[config.mk]
export PLATFORM = sky130hd
export DESIGN_NAME = cse_exec
export DESIGN_NICKNAME = d
export VERILOG_FILES = /design/src/rtl/cse_exec.v /design/src/rtl/cse_decode.v
export VERILOG_INCLUDE_DIRS = /design/src /design/src/rtl
export SDC_FILE = /design/constraint.sdc
export NUM_CORES = 1
export LEC_CHECK = 0
export ABC_AREA = 1
export BUFFER_PORTS_ARGS = -buffer_cell sky130_fd_sc_hd__buf_2
export CAP_MARGIN = 20
export CORE_MARGIN = 1.5
export CORE_UTILIZATION = 40
export DETAILED_ROUTE_END_ITERATION = 16
export PLACE_DENSITY_LB_ADDON = 0.2
export SYNTH_ARGS = -nofsm -noshare
export SYNTH_HDL_FRONTEND = slang
export SYNTH_SLANG_ARGS = --single-unit
[constraint.sdc]
create_clock -name core_clk_i -period 5.2 [get_ports core_clk_i]
set_input_delay 0 -clock core_clk_i [delete_from_list [all_inputs] [get_ports core_clk_i]]
set_output_delay 0 -clock core_clk_i [all_outputs]
set_load 0.1 [all_outputs]
[src/rtl/cse_regs.vh]
`ifndef CSE_REGS_VH
`define CSE_REGS_VH

// ****************************************************************
// opcode fields
// ****************************************************************
`define CSE_OP_CMP_LT      8'h30
`define CSE_OP_CMP_EQ      8'h31
`define CSE_OP_CMP_GT      8'h32
`define CSE_OP_BCD_ADJ     7'h17
`define CSE_OP_DEC         7'h03
`define CSE_OP_DEC_SKZ     7'h0B

// ****************************************************************
// bcd adjust constants
// ****************************************************************
`define CSE_BCD_LIMIT      4'h9
`define CSE_BCD_ADD6       5'h06
`define CSE_BCD_ADD7       5'h07

// ****************************************************************
// phase codes of one instruction cycle
// ****************************************************************
`define CSE_PH_DECODE      2'h0
`define CSE_PH_READ        2'h1
`define CSE_PH_PROCESS     2'h2
`define CSE_PH_WRITE       2'h3

// ****************************************************************
// apb register map
// ****************************************************************
`define CSE_ADDR_ACC       8'h00
`define CSE_ADDR_FLAGS     8'h04
`define CSE_ADDR_STATE     8'h08

`define CSE_FLAG_C         0
`define CSE_FLAG_DIGC      1
`define CSE_FLAG_Z         2
`define CSE_FLAG_OVF       3

`define CSE_ST_BUSY        2
`define CSE_ST_SKIP        3
`define CSE_ST_UNSUP       4

`define CSE_RST_ACC        8'h00
`define CSE_RST_FLAGS      4'h0

`endif

[src/rtl/cse_exec.v]
// The address map and the APB register port were chosen for this implementation.
`timescale 1ns/10ps
`include "cse_regs.vh"

// Functional notes
// - equal compare 0x31: file minus accumulator, no store; skip next if equal
// - greater compare 0x32: unsigned; skip next when file strictly greater
// - less compare 0x30: unsigned; skip next when file strictly less
// - bcd adjust decoded from 0010111, select bit, address; one cycle
// - low nibble plus 6 when above 9 or digit carry set
// - high nibble plus 6 when above 9 or carry; plus 7 if low also above 9
// - bcd result always to file; also accumulator when select bit is 0
// - decrement 0000011d: file minus one to acc or file; updates ovf, c, digit c, z
// - decrement-skip 0001011d: same destinations, no flag change
// - decrement-skip result zero discards next instruction; two cycles
module cse_exec (
  input  wire        core_clk_i,
  input  wire        rst_b_i,
  input  wire        instr_valid_i,
  input  wire [15:0] instr_i,
  output wire        instr_ready_o,
  output reg         discard_o,
  output reg  [1:0]  phase_o,
  output reg  [7:0]  file_addr_o,
  output reg         file_rd_o,
  input  wire [7:0]  file_rdata_i,
  output reg         file_we_o,
  output reg  [7:0]  file_wdata_o,
  output wire [7:0]  working_accumulator_o,
  input  wire        psel_i,
  input  wire        penable_i,
  input  wire        pwrite_i,
  input  wire [7:0]  paddr_i,
  input  wire [31:0] pwdata_i,
  output reg  [31:0] prdata_o,
  output wire        pready_o,
  output wire        pslverr_o
);

  // ****************************************************************
  // state
  // ****************************************************************
  reg        run_reg;
  reg        skipslot_reg;
  reg        skip_pend_reg;
  reg [15:0] instr_reg;
  reg [7:0]  acc_reg;
  reg        c_reg;
  reg        digc_reg;
  reg        z_reg;
  reg        ovf_reg;
  reg        unsup_reg;

  wire       is_eq;
  wire       is_gt;
  wire       is_lt;
  wire       is_bcd;
  wire       is_dec;
  wire       is_dsz;
  wire       dest_file;
  wire [7:0] op_addr;
  wire       known;

  cse_decode u_dec (
    .instr_i                      (instr_reg),
    .compare_skip_if_equal_o      (is_eq),
    .compare_skip_if_greater_o    (is_gt),
    .compare_skip_if_less_o       (is_lt),
    .decimal_adjust_accumulator_o (is_bcd),
    .decrement_file_o             (is_dec),
    .decrement_skip_on_zero_o     (is_dsz),
    .dest_file_o                  (dest_file),
    .file_addr_o                  (op_addr),
    .known_o                      (known)
  );

  // a live slot is one that is neither skipped nor unknown
  wire live = run_reg & ~skipslot_reg & known;
  wire is_cmp = is_eq | is_gt | is_lt;

  // next instruction is taken when idle or in the last phase
  assign instr_ready_o = ~run_reg | (phase_o == `CSE_PH_WRITE);
  wire take = instr_valid_i & instr_ready_o;

  // ****************************************************************
  // datapath
  // ****************************************************************
  wire [7:0] fv      = file_rdata_i;
  wire [7:0] dec_res = fv - 8'h01;

  wire       lo_big  = (acc_reg[3:0] > `CSE_BCD_LIMIT);
  wire       hi_big  = (acc_reg[7:4] > `CSE_BCD_LIMIT);
  wire       lo_adj  = lo_big | digc_reg;
  wire       hi_adj  = hi_big | c_reg;

  reg  [4:0] hi_add;
  always @*
  begin
    if (hi_adj & lo_big)
      hi_add = `CSE_BCD_ADD7;
    else if (hi_adj)
      hi_add = `CSE_BCD_ADD6;
    else
      hi_add = 5'h00;
  end

  wire [4:0] lo_sum  = {1'b0, acc_reg[3:0]} + (lo_adj ? `CSE_BCD_ADD6 : 5'h00);
  wire [4:0] hi_sum  = {1'b0, acc_reg[7:4]} + hi_add;
  wire [7:0] bcd_res = {hi_sum[3:0], lo_sum[3:0]};

  // unsigned compare of file value against accumulator
  reg skip_hit;
  always @*
  begin
    skip_hit = 1'b0;
    if (is_eq)
      skip_hit = (fv == acc_reg);
    else if (is_gt)
      skip_hit = (fv > acc_reg);
    else if (is_lt)
      skip_hit = (fv < acc_reg);
    else if (is_dsz)
      skip_hit = (dec_res == 8'h00);
  end

  // ****************************************************************
  // apb slave
  // ****************************************************************
  wire hit_acc   = (paddr_i == `CSE_ADDR_ACC);
  wire hit_flags = (paddr_i == `CSE_ADDR_FLAGS);
  wire hit_state = (paddr_i == `CSE_ADDR_STATE);
  wire mapped    = hit_acc | hit_flags | hit_state;
  wire acc_phase = psel_i & penable_i;
  wire wr_ok     = acc_phase & pwrite_i & mapped;

  // zero wait states; data was captured in setup
  assign pready_o  = 1'b1;
  assign pslverr_o = acc_phase & ~mapped;

  reg [31:0] rd_mux;
  always @*
  begin
    rd_mux = 32'h0000_0000;
    if (hit_acc)
      rd_mux[7:0] = acc_reg;
    else if (hit_flags)
      rd_mux[3:0] = {ovf_reg, z_reg, digc_reg, c_reg};
    else if (hit_state)
      rd_mux[4:0] = {unsup_reg, skip_pend_reg, run_reg, phase_o};
  end

  assign working_accumulator_o = acc_reg;

  // ****************************************************************
  // sequencer, execution and register writes
  // ****************************************************************
  wire in_proc = live & (phase_o == `CSE_PH_PROCESS);

  always @(posedge core_clk_i)
  begin
    if (!rst_b_i)
    begin
      run_reg       <= 1'b0;
      skipslot_reg  <= 1'b0;
      skip_pend_reg <= 1'b0;
      instr_reg     <= 16'h0000;
      phase_o       <= `CSE_PH_DECODE;
      discard_o     <= 1'b0;
      file_addr_o   <= 8'h00;
      file_rd_o     <= 1'b0;
      file_we_o     <= 1'b0;
      file_wdata_o  <= 8'h00;
      acc_reg       <= `CSE_RST_ACC;
      {ovf_reg, z_reg, digc_reg, c_reg} <= `CSE_RST_FLAGS;
      unsup_reg     <= 1'b0;
      prdata_o      <= 32'h0000_0000;
    end
    else
    begin
      discard_o <= 1'b0;
      file_rd_o <= 1'b0;
      file_we_o <= 1'b0;

      // register reads are sampled in the setup cycle
      if (psel_i & ~penable_i)
        prdata_o <= rd_mux;

      // software writes; execution below overrides on a clash
      if (wr_ok & hit_acc)
        acc_reg <= pwdata_i[7:0];
      if (wr_ok & hit_flags)
      begin
        c_reg    <= pwdata_i[`CSE_FLAG_C];
        digc_reg <= pwdata_i[`CSE_FLAG_DIGC];
        z_reg    <= pwdata_i[`CSE_FLAG_Z];
        ovf_reg  <= pwdata_i[`CSE_FLAG_OVF];
      end
      if (wr_ok & hit_state & pwdata_i[`CSE_ST_UNSUP])
        unsup_reg <= 1'b0;

      // slot sequencing
      if (take)
      begin
        run_reg       <= 1'b1;
        phase_o       <= `CSE_PH_DECODE;
        instr_reg     <= instr_i;
        // prefetched word is dropped and its slot runs empty
        skipslot_reg  <= skip_pend_reg;
        discard_o     <= skip_pend_reg;
        skip_pend_reg <= 1'b0;
      end
      else if (run_reg)
      begin
        phase_o <= phase_o + 2'h1;
        if (phase_o == `CSE_PH_WRITE)
          run_reg <= 1'b0;
      end

      // decode phase: present address, read during read phase
      if (live & (phase_o == `CSE_PH_DECODE))
      begin
        file_addr_o <= op_addr;
        file_rd_o   <= 1'b1;
      end

      // flag set wins over a software clear in the same cycle
      if (run_reg & ~skipslot_reg & ~known & (phase_o == `CSE_PH_DECODE))
        unsup_reg <= 1'b1;

      // process phase: result registered, written in write phase
      if (in_proc)
      begin
        skip_pend_reg <= skip_hit;
        if (is_bcd)
        begin
          file_we_o    <= 1'b1;
          file_wdata_o <= bcd_res;
          if (!dest_file)
            acc_reg <= bcd_res;
          // carry out is or-ed so an incoming carry survives
          c_reg <= hi_sum[4] | c_reg;
        end
        else if (is_dec | is_dsz)
        begin
          if (dest_file)
          begin
            file_we_o    <= 1'b1;
            file_wdata_o <= dec_res;
          end
          else
            acc_reg <= dec_res;
          if (is_dec)
          begin
            // carry means no borrow
            c_reg    <= (fv != 8'h00);
            digc_reg <= (fv[3:0] != 4'h0);
            z_reg    <= (dec_res == 8'h00);
            ovf_reg  <= (fv == 8'h80);
          end
        end
        // compares: no write and no flag change
        else if (is_cmp)
          file_we_o <= 1'b0;
      end
    end
  end

  // ****************************************************************
  // phase map of a live slot
  // ****************************************************************
  // decode   : address registered, read strobe raised
  // read     : file_rd_o high, file answers one cycle later
  // process  : file_rdata_i used, results registered at the edge
  // write    : file_we_o high for one cycle, acc and flags updated
  // a skipped slot runs four empty phases, and being
  // followed by a skip itself is impossible since no skip
  // is decided in an empty slot

endmodule // cse_exec

[src/rtl/cse_decode.v]
`timescale 1ns/10ps
`include "cse_regs.vh"

// ****************************************************************
// opcode decoder for the compare, bcd and decrement slice
// ****************************************************************
module cse_decode (
  input  wire [15:0] instr_i,
  output wire        compare_skip_if_equal_o,
  output wire        compare_skip_if_greater_o,
  output wire        compare_skip_if_less_o,
  output wire        decimal_adjust_accumulator_o,
  output wire        decrement_file_o,
  output wire        decrement_skip_on_zero_o,
  output wire        dest_file_o,
  output wire [7:0]  file_addr_o,
  output wire        known_o
);

  assign compare_skip_if_equal_o      = (instr_i[15:8] == `CSE_OP_CMP_EQ);
  assign compare_skip_if_greater_o    = (instr_i[15:8] == `CSE_OP_CMP_GT);
  assign compare_skip_if_less_o       = (instr_i[15:8] == `CSE_OP_CMP_LT);
  assign decimal_adjust_accumulator_o = (instr_i[15:9] == `CSE_OP_BCD_ADJ);
  assign decrement_file_o             = (instr_i[15:9] == `CSE_OP_DEC);
  assign decrement_skip_on_zero_o     = (instr_i[15:9] == `CSE_OP_DEC_SKZ);
  assign dest_file_o                  = instr_i[8];
  // full byte address, any of 256 locations
  assign file_addr_o                  = instr_i[7:0];
  assign known_o = compare_skip_if_equal_o | compare_skip_if_greater_o | compare_skip_if_less_o |
                   decimal_adjust_accumulator_o | decrement_file_o | decrement_skip_on_zero_o;

endmodule // cse_decode

After elaboration in Yosys (flattened, before gate mapping)
Cells that the tools add are included.
W data, S select, Z words.

word-level totals
  flip-flop bits (word level) = 61
  word-level logic and storage cells = 137
  output and inout port bits = 64

cells by class
  equal/unequal tests = 12
  bitwise operators = 35
  muxes and demuxes = 52
  reductions and logical operators = 13
  order comparisons = 4
  add/sub/neg operators = 4

operators by type and width
  operator               number
  $mux W8                9
  $mux W1                36
  $eq A8 B6 Y1 const B   3
  $and A1 B1 Y1          17
  $logic_not A8 Y1       2
  $mux W3                4
  $or A1 B1 Y1           12
  $mux W5                2
  $eq A8 B3 Y1 const B   1
  $eq A8 B4 Y1 const B   1
  $eq A8 B8 Y1           1
  $eq A8 B8 Y1 const B   1
  $gt A4 B4 Y1 const B   2
  $gt A8 B8 Y1           1
  $lt A8 B8 Y1           1
  $reduce_bool A2 Y1     4
  $reduce_bool A8 Y1     1
  $sub A8 B1 Y8 const B  1
  $eq A7 B2 Y1 const B   1
  $eq A7 B4 Y1 const B   1
  $eq A7 B5 Y1 const B   1
  $not A1 Y1             6
  $add A4 B5 Y5          1
  $add A4 B3 Y4          1
  other kinds (8)        10

Longest topological paths before layout
Gate-level depths: netlist of the first run.

  depth in word-level cells = 10
  depth in mapped cells = 13

Cells and area by module
A second synthesis of the first run with hierarchy kept.

second synthesis, totals
  cell total of the unflattened synthesis = 587
  area, all modules = 3885.0 um^2

by module, submodules not included
  module      seq. area each (um^2)  cells an instance  times used  area an instance (um^2)
  cse_exec    1221.2                 543                1           3679.8
  cse_decode  0.0                    44                 1           205.2

Least setup slack after synthesis of the first run
Ideal clock, no wire load.

  path kind = flip-flop to flip-flop
  from = register phase_o[1]
  to = register instr_reg[6]
  clock period less this slack = 2804 ps
  stages on the path, launching flop included = 8
  arrival time = 2730 ps
  setup slack = 2396 ps
  path buffers = 1
  data required time = 5126 ps
  path through = dfxtp_1 -> ha_1 -> or2_1 -> nand2_1 -> inv_2 -> clkbuf_1 -> nand3_1 -> o21ai_0

between the ends
  word-level cells in the longest chain between the ends = 3

ends and longest elaborated chain
  what                           RTL line        source
  from (decl)                    cse_exec.v:23   output reg [1:0] phase_o,
  from (signal assigned)         cse_exec.v:167  phase_o <= `CSE_PH_DECODE;
  from (signal assigned)         cse_exec.v:205  phase_o <= `CSE_PH_DECODE;
  from (signal assigned)         cse_exec.v:214  phase_o <= phase_o + 2'h1;
  $eq A2 B2 Y1 (no source line)  n/a
  $or A1 B1 Y1                   cse_exec.v:82   assign instr_ready_o = ~run_reg | (phase_o == `CSE_PH_WRITE);
  net instr_ready_o              cse_exec.v:21   output wire instr_ready_o,
  $and A1 B1 Y1                  cse_exec.v:83   wire take = instr_valid_i & instr_ready_o;
  to (signal assigned)           cse_exec.v:206  instr_reg <= instr_i;
  to (decl)                      cse_exec.v:46   reg [15:0] instr_reg;

The timed path passes the listed nets, and every way through them passes these cells.
A chain may end at the register's enable or synchronous reset.

Worst setup path in the final report of the first run
  from = register acc_reg[5] (netlist: working_accumulator_o[5])
  to = register acc_reg[7] (netlist: working_accumulator_o[7])

between the ends
  word-level cells in the longest chain between the ends = 8
  elaborated cells between the ends (all ways) = 9
  classes of those cells = 1 x add/sub; 1 x order compare; 5 x mux; 2 x bitwise

ends and longest elaborated chain
  what                                             RTL line                       source
  from (decl)                                      cse_exec.v:47                  reg [7:0] acc_reg;
  from (signal assigned)                           cse_exec.v:173                 acc_reg <= `CSE_RST_ACC;
  from (signal assigned)                           cse_exec.v:190                 acc_reg <= pwdata_i[7:0];
  from (signal assigned)                           cse_exec.v:239                 acc_reg <= bcd_res;
  $gt A4 B4 Y1 (no source line)                    n/a
  $or A1 B1 Y1                                     cse_exec.v:94                  wire hi_adj = hi_big | c_reg;
  $and A1 B1 Y1 / $mux W3 (equally long branches)  cse_exec.v:99, cse_exec.v:101
  $mux W3                                          cse_exec.v:99                  if (hi_adj & lo_big)
  $add A4 B5 Y5 (*)                                cse_exec.v:108                 wire [4:0] hi_sum = {1'b0, acc_reg[7:4]} + hi_add;
  $mux W8 (*)                                      cse_exec.v:238                 if (!dest_file)
  $mux W8 (*)                                      cse_exec.v:234                 if (is_bcd)
  $mux W8 (*)                                      cse_exec.v:231                 if (in_proc)

Mark *: on every way between the ends. The rest lies on a longest branch, timed or not.

==> flow_metrics.env, run 1 <==
export IMPL_synth_cell_types=39
export IMPL_path_cells="inv_1, a21oi_1, nor2_1, inv_1, ha_1, a21oi_1, nand2_1, xor2_1, nand2_1, o21ai_0, nand4_1, nand2_1, nor2_1"
export IMPL_grt_first_pass_wirelength_um=16900
export IMPL_fin_worst_skew_ps=10.5
export IMPL_grt_pass1_vias=3576
export IMPL_dp_slack_ps=2890
export IMPL_ys_top_cells_by_area="dfxtp_1 31%, nand2_1 11%, inv_1 6.4%"
export IMPL_dp_hpwl_um=8050
export IMPL_path_max_fanout=5
export IMPL_ir_drop_mv=0.198
export IMPL_postSynthAreaPerCell_um2=7.06
export IMPL_rows=36
export IMPL_clkSinkCount=61
export IMPL_cts_hold_buf=17
export IMPL_grt_setup_unrepaired="no"
export IMPL_postCtsSetupRepairBufs=0
export IMPL_synth_seq_area_share=0.307
export IMPL_layout_common_cells="115 x nand2_1, 84 x buf_2, 68 x inv_1, 61 x dfxtp_1, 49 x nand3_1"
export IMPL_drtIter0Drc=189
export IMPL_start_kind="flip-flop"
export IMPL_cp_arrival_ps=2620
export IMPL_dr_wl_met2_um=5060
export IMPL_ff2ff_path_depth=13
export IMPL_final_core_util=0.485
export IMPL_path_class="reg -> reg"
export IMPL_synth_area_leader_cell="dfxtp_1"
export IMPL_drc=0
export IMPL_nFillCells=1028
export IMPL_num_io_pins=134
export IMPL_tightest_slew_ps=978
export IMPL_top_layer_used="met4"
export IMPL_cp_data_required_time_ps=5440
export IMPL_finalSetupViolCount=0
export IMPL_cts_buffer_depth=2
export IMPL_met3WireLength_um=531
export IMPL_final_net_count=745
export IMPL_clk_latency_ps=350
export IMPL_ys_ff_latch=61
export IMPL_gr_total_overflow=0
export IMPL_routedWlPerCell_um=13.5
export IMPL_dieArea_mm2=0.0105
export IMPL_async_reset_ff_frac=0
export IMPL_cts_repair_resized=0
export IMPL_layout_commonest_cell="nand2_1"
export IMPL_drv_slew=0
export IMPL_path_common_cell="nand2_1"
export IMPL_wl_um=10700
export IMPL_die_width_um=103
export IMPL_path_clk_slew_ps=80
export IMPL_via_per_inst=4.95
export IMPL_min_period_over_period=0.457
export IMPL_cts_max_level=3
export IMPL_drive_gt1_frac=0.205
export IMPL_finalWorstSetupSlack_ps=2820
export IMPL_cts_tree="yes"
export IMPL_io_buffers=84
export IMPL_setup_tns_final_ps=0
export IMPL_synth_area_mm2=0.00398
export IMPL_hp_class="in -> reg"
export IMPL_cts_inserted_buffers=9
export IMPL_max_stage_delay_ps=360
export IMPL_cellPowerDensity_mw_per_mm2=244
export IMPL_slowest_stage="dfxtp_1"
export IMPL_hold_viol=0
export IMPL_cp_end_kind="flip-flop"
export IMPL_synth_ff_type="dfxtp_1"
export IMPL_maxCapViolations=0
export IMPL_drtAntennaViolNets=0
export IMPL_fp_coreArea_mm2=0.00968
export IMPL_die_y_um=103
export IMPL_cts_root_buf="clkbuf_8"
export IMPL_gp_congestion=0.900
export IMPL_synthCells=563
export IMPL_syn_to_final_growth_pct=18.3
export IMPL_vias=3925
export IMPL_track_usage=0.209
export IMPL_min_path_cells=4
export IMPL_grt_max_degree=54
export IMPL_leakage_nw=2.32
export IMPL_fin_crit_ps=2380
export IMPL_synth_edff_count=0
export IMPL_status="finished clean"
export IMPL_start_util=0.410
export IMPL_fmax_mhz=420
export IMPL_drt_met1_wl_um=4880
export IMPL_synth_top_area_share=0.307
export IMPL_yosys_warnings=0
export IMPL_firstDrtPassIters=5
export IMPL_relSlewSlack=0.348
export IMPL_antenna_found_initial=0
export IMPL_largest_register_ff_count=16
export IMPL_n_antenna_cell=0
==> per-stage QoR <==
stage	hold slack [ps]	area [um^2]	std cells	power (mW)
floorplan	134	4060	586	0.702
global placement	222	4340	760	0.729
detailed placement	225	4340	760	0.732
CTS	0.961	4700	793	1.16
global route	37.8	4700	793	1.19
finish	13.5	4700	793	1.15
==> worst paths after layout <==
check | end | startpoint | slack [ps]
min reg2reg | instr_reg[7] | instr_reg[7] | 450
max reg2reg | working_accumulator_o[7] | working_accumulator_o[5] | 2820
min | working_accumulator_o[0] | file_rdata_i[0] | 10
max | working_accumulator_o[7] | working_accumulator_o[5] | 2820
==> layer usage <==
metal  vias to the layer above  GRT usage
met5                         -          0
met4                         0     0.0664
met1                      1810      0.262
li1                       1981          -
met2                       116      0.358
met3                        18     0.0447
==> cells in the mapped netlist, types with 2 or more instances <==
cell type,number
nor2_1,37
clkbuf_1,8
nand2_8,2
dfxtp_1,61
xnor2_1,2
o21ai_0,42
fa_1,2
nand3_2,3
nand3_1,49
buf_2,3
nor2_2,4
nand4_1,16
inv_1,68
nor3_1,7
a21oi_2,2
ha_1,18
xor2_1,4
buf_4,26
a41oi_1,4
or2_2,2
o211a_1,5
buf_6,4
inv_2,5
nand2_2,4
nand2_1,115
o211ai_1,7
nor2_4,9
conb_1,2
a21oi_1,42
==> logic make-up after synthesis <==
group,synth area share
AND/OR/NAND/NOR,0.311
flip-flops,0.307
XOR/XNOR,0.0132
AO/OA/AOI/OAI,0.153
other,0.00189
adder cells (fa/ha/maj),0.0667
buffers and inverters,0.147
==> critical path, delay by kind of cell (launching register included) <==
family	cells	cell delay, ps
AND/OR/NAND/NOR	6	700
AO/OA/AOI/OAI	3	430
flip-flops	1	360
adder cells (fa/ha/maj)	1	340
buffers and inverters	2	250
XOR/XNOR	1	190
==> power breakdown <==
part / internal (mW) / switching [mW]
Clock: 0.184 / 0.232
Sequential: 0.480 / 0.0103
Combinational: 0.0486 / 0.191
Total: 0.713 / 0.434
==> area by class of cell <==
cell class | count | area [um^2] | area share
clock buffers | 9 | 124 | 0.0264
flip-flops and latches | 61 | 1220 | 0.260
repair buffers | 101 | 591 | 0.126
inverters | 74 | 280 | 0.0596
well taps | 133 | 166 | 0.0354
multi-input cells | 408 | 2260 | 0.480
clock inverters | 7 | 62.6 | 0.0133
Power figures use the tool's default switching activity.
==> run 2, diff against run 1 <==
==> constraint.sdc (replaced) <==
create_clock -name core_clk_i -period 2.05 [get_ports core_clk_i]
set_input_delay 0 -clock core_clk_i [delete_from_list [all_inputs] [get_ports core_clk_i]]
set_output_delay 0 -clock core_clk_i [all_outputs]
set_load 0.1 [all_outputs]
==> flow_metrics.env, run 2 (synthesis results as in run 1) <==
export IMPL_track_usage=0.218
export IMPL_clkSinkCount=61
export IMPL_largest_register_ff_count=16
export IMPL_ff2ff_path_depth=12
export IMPL_clk_latency_ps=360
export IMPL_grt_max_degree=53
export IMPL_drv_slew=0
export IMPL_holdWs_ps=28.7
export IMPL_grt_pass1_vias=3800
export IMPL_fin_crit_ps=1990
export IMPL_gp_congestion=0.936
export IMPL_finalWorstSetupSlack_ps=59.9
export IMPL_path_common_cell="inv_1"
export IMPL_start_util=0.410
export IMPL_via_per_inst=4.92
export IMPL_n_antenna_cell=0
export IMPL_fmax_mhz=502
export IMPL_cts_root_buf="clkbuf_8"
export IMPL_nFillCells=989
export IMPL_dp_slack_ps=71.5
export IMPL_final_core_util=0.516
export IMPL_tightest_slew_ps=510
export IMPL_dp_hpwl_um=8240
export IMPL_top_layer_used="met4"
export IMPL_rows=36
export IMPL_min_path_cells=5
export IMPL_drtAntennaViolNets=0
export IMPL_hold_viol=0
export IMPL_drive_gt1_frac=0.269
export IMPL_path_clk_slew_ps=80
export IMPL_path_class="reg -> reg"
export IMPL_die_width_um=103
export IMPL_finalSetupViolCount=0
export IMPL_final_net_count=769
export IMPL_firstDrtPassIters=5
export IMPL_ir_drop_mv=0.419
export IMPL_start_kind="flip-flop"
export IMPL_cts_tree="yes"
export IMPL_vias=4016
export IMPL_cp_end_kind="flip-flop"
export IMPL_relSlewSlack=0.660
export IMPL_gr_total_overflow=0
export IMPL_cts_max_level=3
export IMPL_num_io_pins=134
export IMPL_fin_worst_skew_ps=12.7
export IMPL_die_y_um=103
export IMPL_syn_to_final_growth_pct=25.8
export IMPL_maxCapViolations=0
export IMPL_cts_inserted_buffers=9
export IMPL_leakage_nw=2.48
export IMPL_dieArea_mm2=0.0105
export IMPL_layout_commonest_cell="nand2_1"
export IMPL_antenna_found_initial=0
export IMPL_cp_arrival_ps=2280
export IMPL_drtIter0Drc=186
export IMPL_min_period_over_period=0.971
export IMPL_drt_met1_wl_um=4850
export IMPL_cellPowerDensity_mw_per_mm2=603
export IMPL_layout_common_cells="114 x nand2_1, 84 x buf_2, 63 x inv_1, 52 x dfxtp_1, 49 x nand3_1"
export IMPL_stdcell_count=817
export IMPL_io_buffers=84
export IMPL_dr_wl_met2_um=5400
export IMPL_max_stage_delay_ps=420
export IMPL_slowest_stage="fa_2"
export IMPL_cp_data_required_time_ps=2340
export IMPL_fp_coreArea_mm2=0.00968
export IMPL_placed_cells=780
export IMPL_met3WireLength_um=508
export IMPL_path_cells="inv_1, a21oi_4, nor2_2, inv_1, ha_1, inv_1, fa_2, inv_1, nand2_1, o211ai_1, a21oi_1, a21oi_1"
export IMPL_path_max_fanout=2
export IMPL_status="finished clean"
export IMPL_drc=0
export IMPL_wl_um=11000
export IMPL_grt_first_pass_wirelength_um=17800
export IMPL_hp_class="in -> reg"
export IMPL_cts_buffer_depth=2
export IMPL_routedWlPerCell_um=13.5
[run 2: through the flow]
step | instance area (um^2) | setup TNS (ps) | total power, mW
after floorplan | 4100 | -5.75 | 1.77
after global placement | 4530 | 0 | 1.85
after detailed placement | 4530 | 0 | 1.85
after CTS | 4920 | 0 | 3.03
after global routing | 5000 | -166 | 3.13
final | 5000 | 0 | 3.01
[run 2: area by class of cell]
type | count | area, um^2 | area share
Tap cell | 133 | 166 | 0.0333
Clock buffer | 9 | 124 | 0.0248
Sequential cell | 61 | 1250 | 0.249
Clock inverter | 7 | 78.8 | 0.0158
Inverter | 74 | 285 | 0.0570
Multi-Input combinational cell | 408 | 2320 | 0.465
Timing Repair Buffer | 125 | 776 | 0.155
[run 2: per-layer routing]
layer | up-vias | track usage
met5 | - | 0
met4 | 0 | 0.100
li1 | 2032 | -
met2 | 127 | 0.375
met3 | 22 | 0.0325
met1 | 1835 | 0.268
[run 2: worst paths after layout]
kind	from	end	slack (ps)
max	working_accumulator_o[3]	working_accumulator_o[2]	60
min	pwdata_i[2]	z_reg	30
max reg2reg	working_accumulator_o[3]	working_accumulator_o[2]	60
min reg2reg	instr_reg[7]	instr_reg[7]	450
[run 2: what timing repair did]
item | 4_1_cts | 5_1_grt
endpoints found under the setup margin | 0 | 7
hold endpoints to repair | 19 | 0
gates resized for setup | 0 | 13
hold buffers | 19 | 0
buffers inserted | 0 | 2
[run 2: report_power, final]
part | internal [mW] | switching [mW]
combinational | 0.134 | 0.487
sequential | 1.21 | 0.0240
clock | 0.579 | 0.580
total | 1.92 | 1.09
[run 2: worst max-delay path: cells and delay by family (launching register included)]
kind            cells  cell delay [ps]
buf+inv             4              320
flops               1              350
simple gates        2              220
compound gates      4              440
fa+ha+maj           2              590
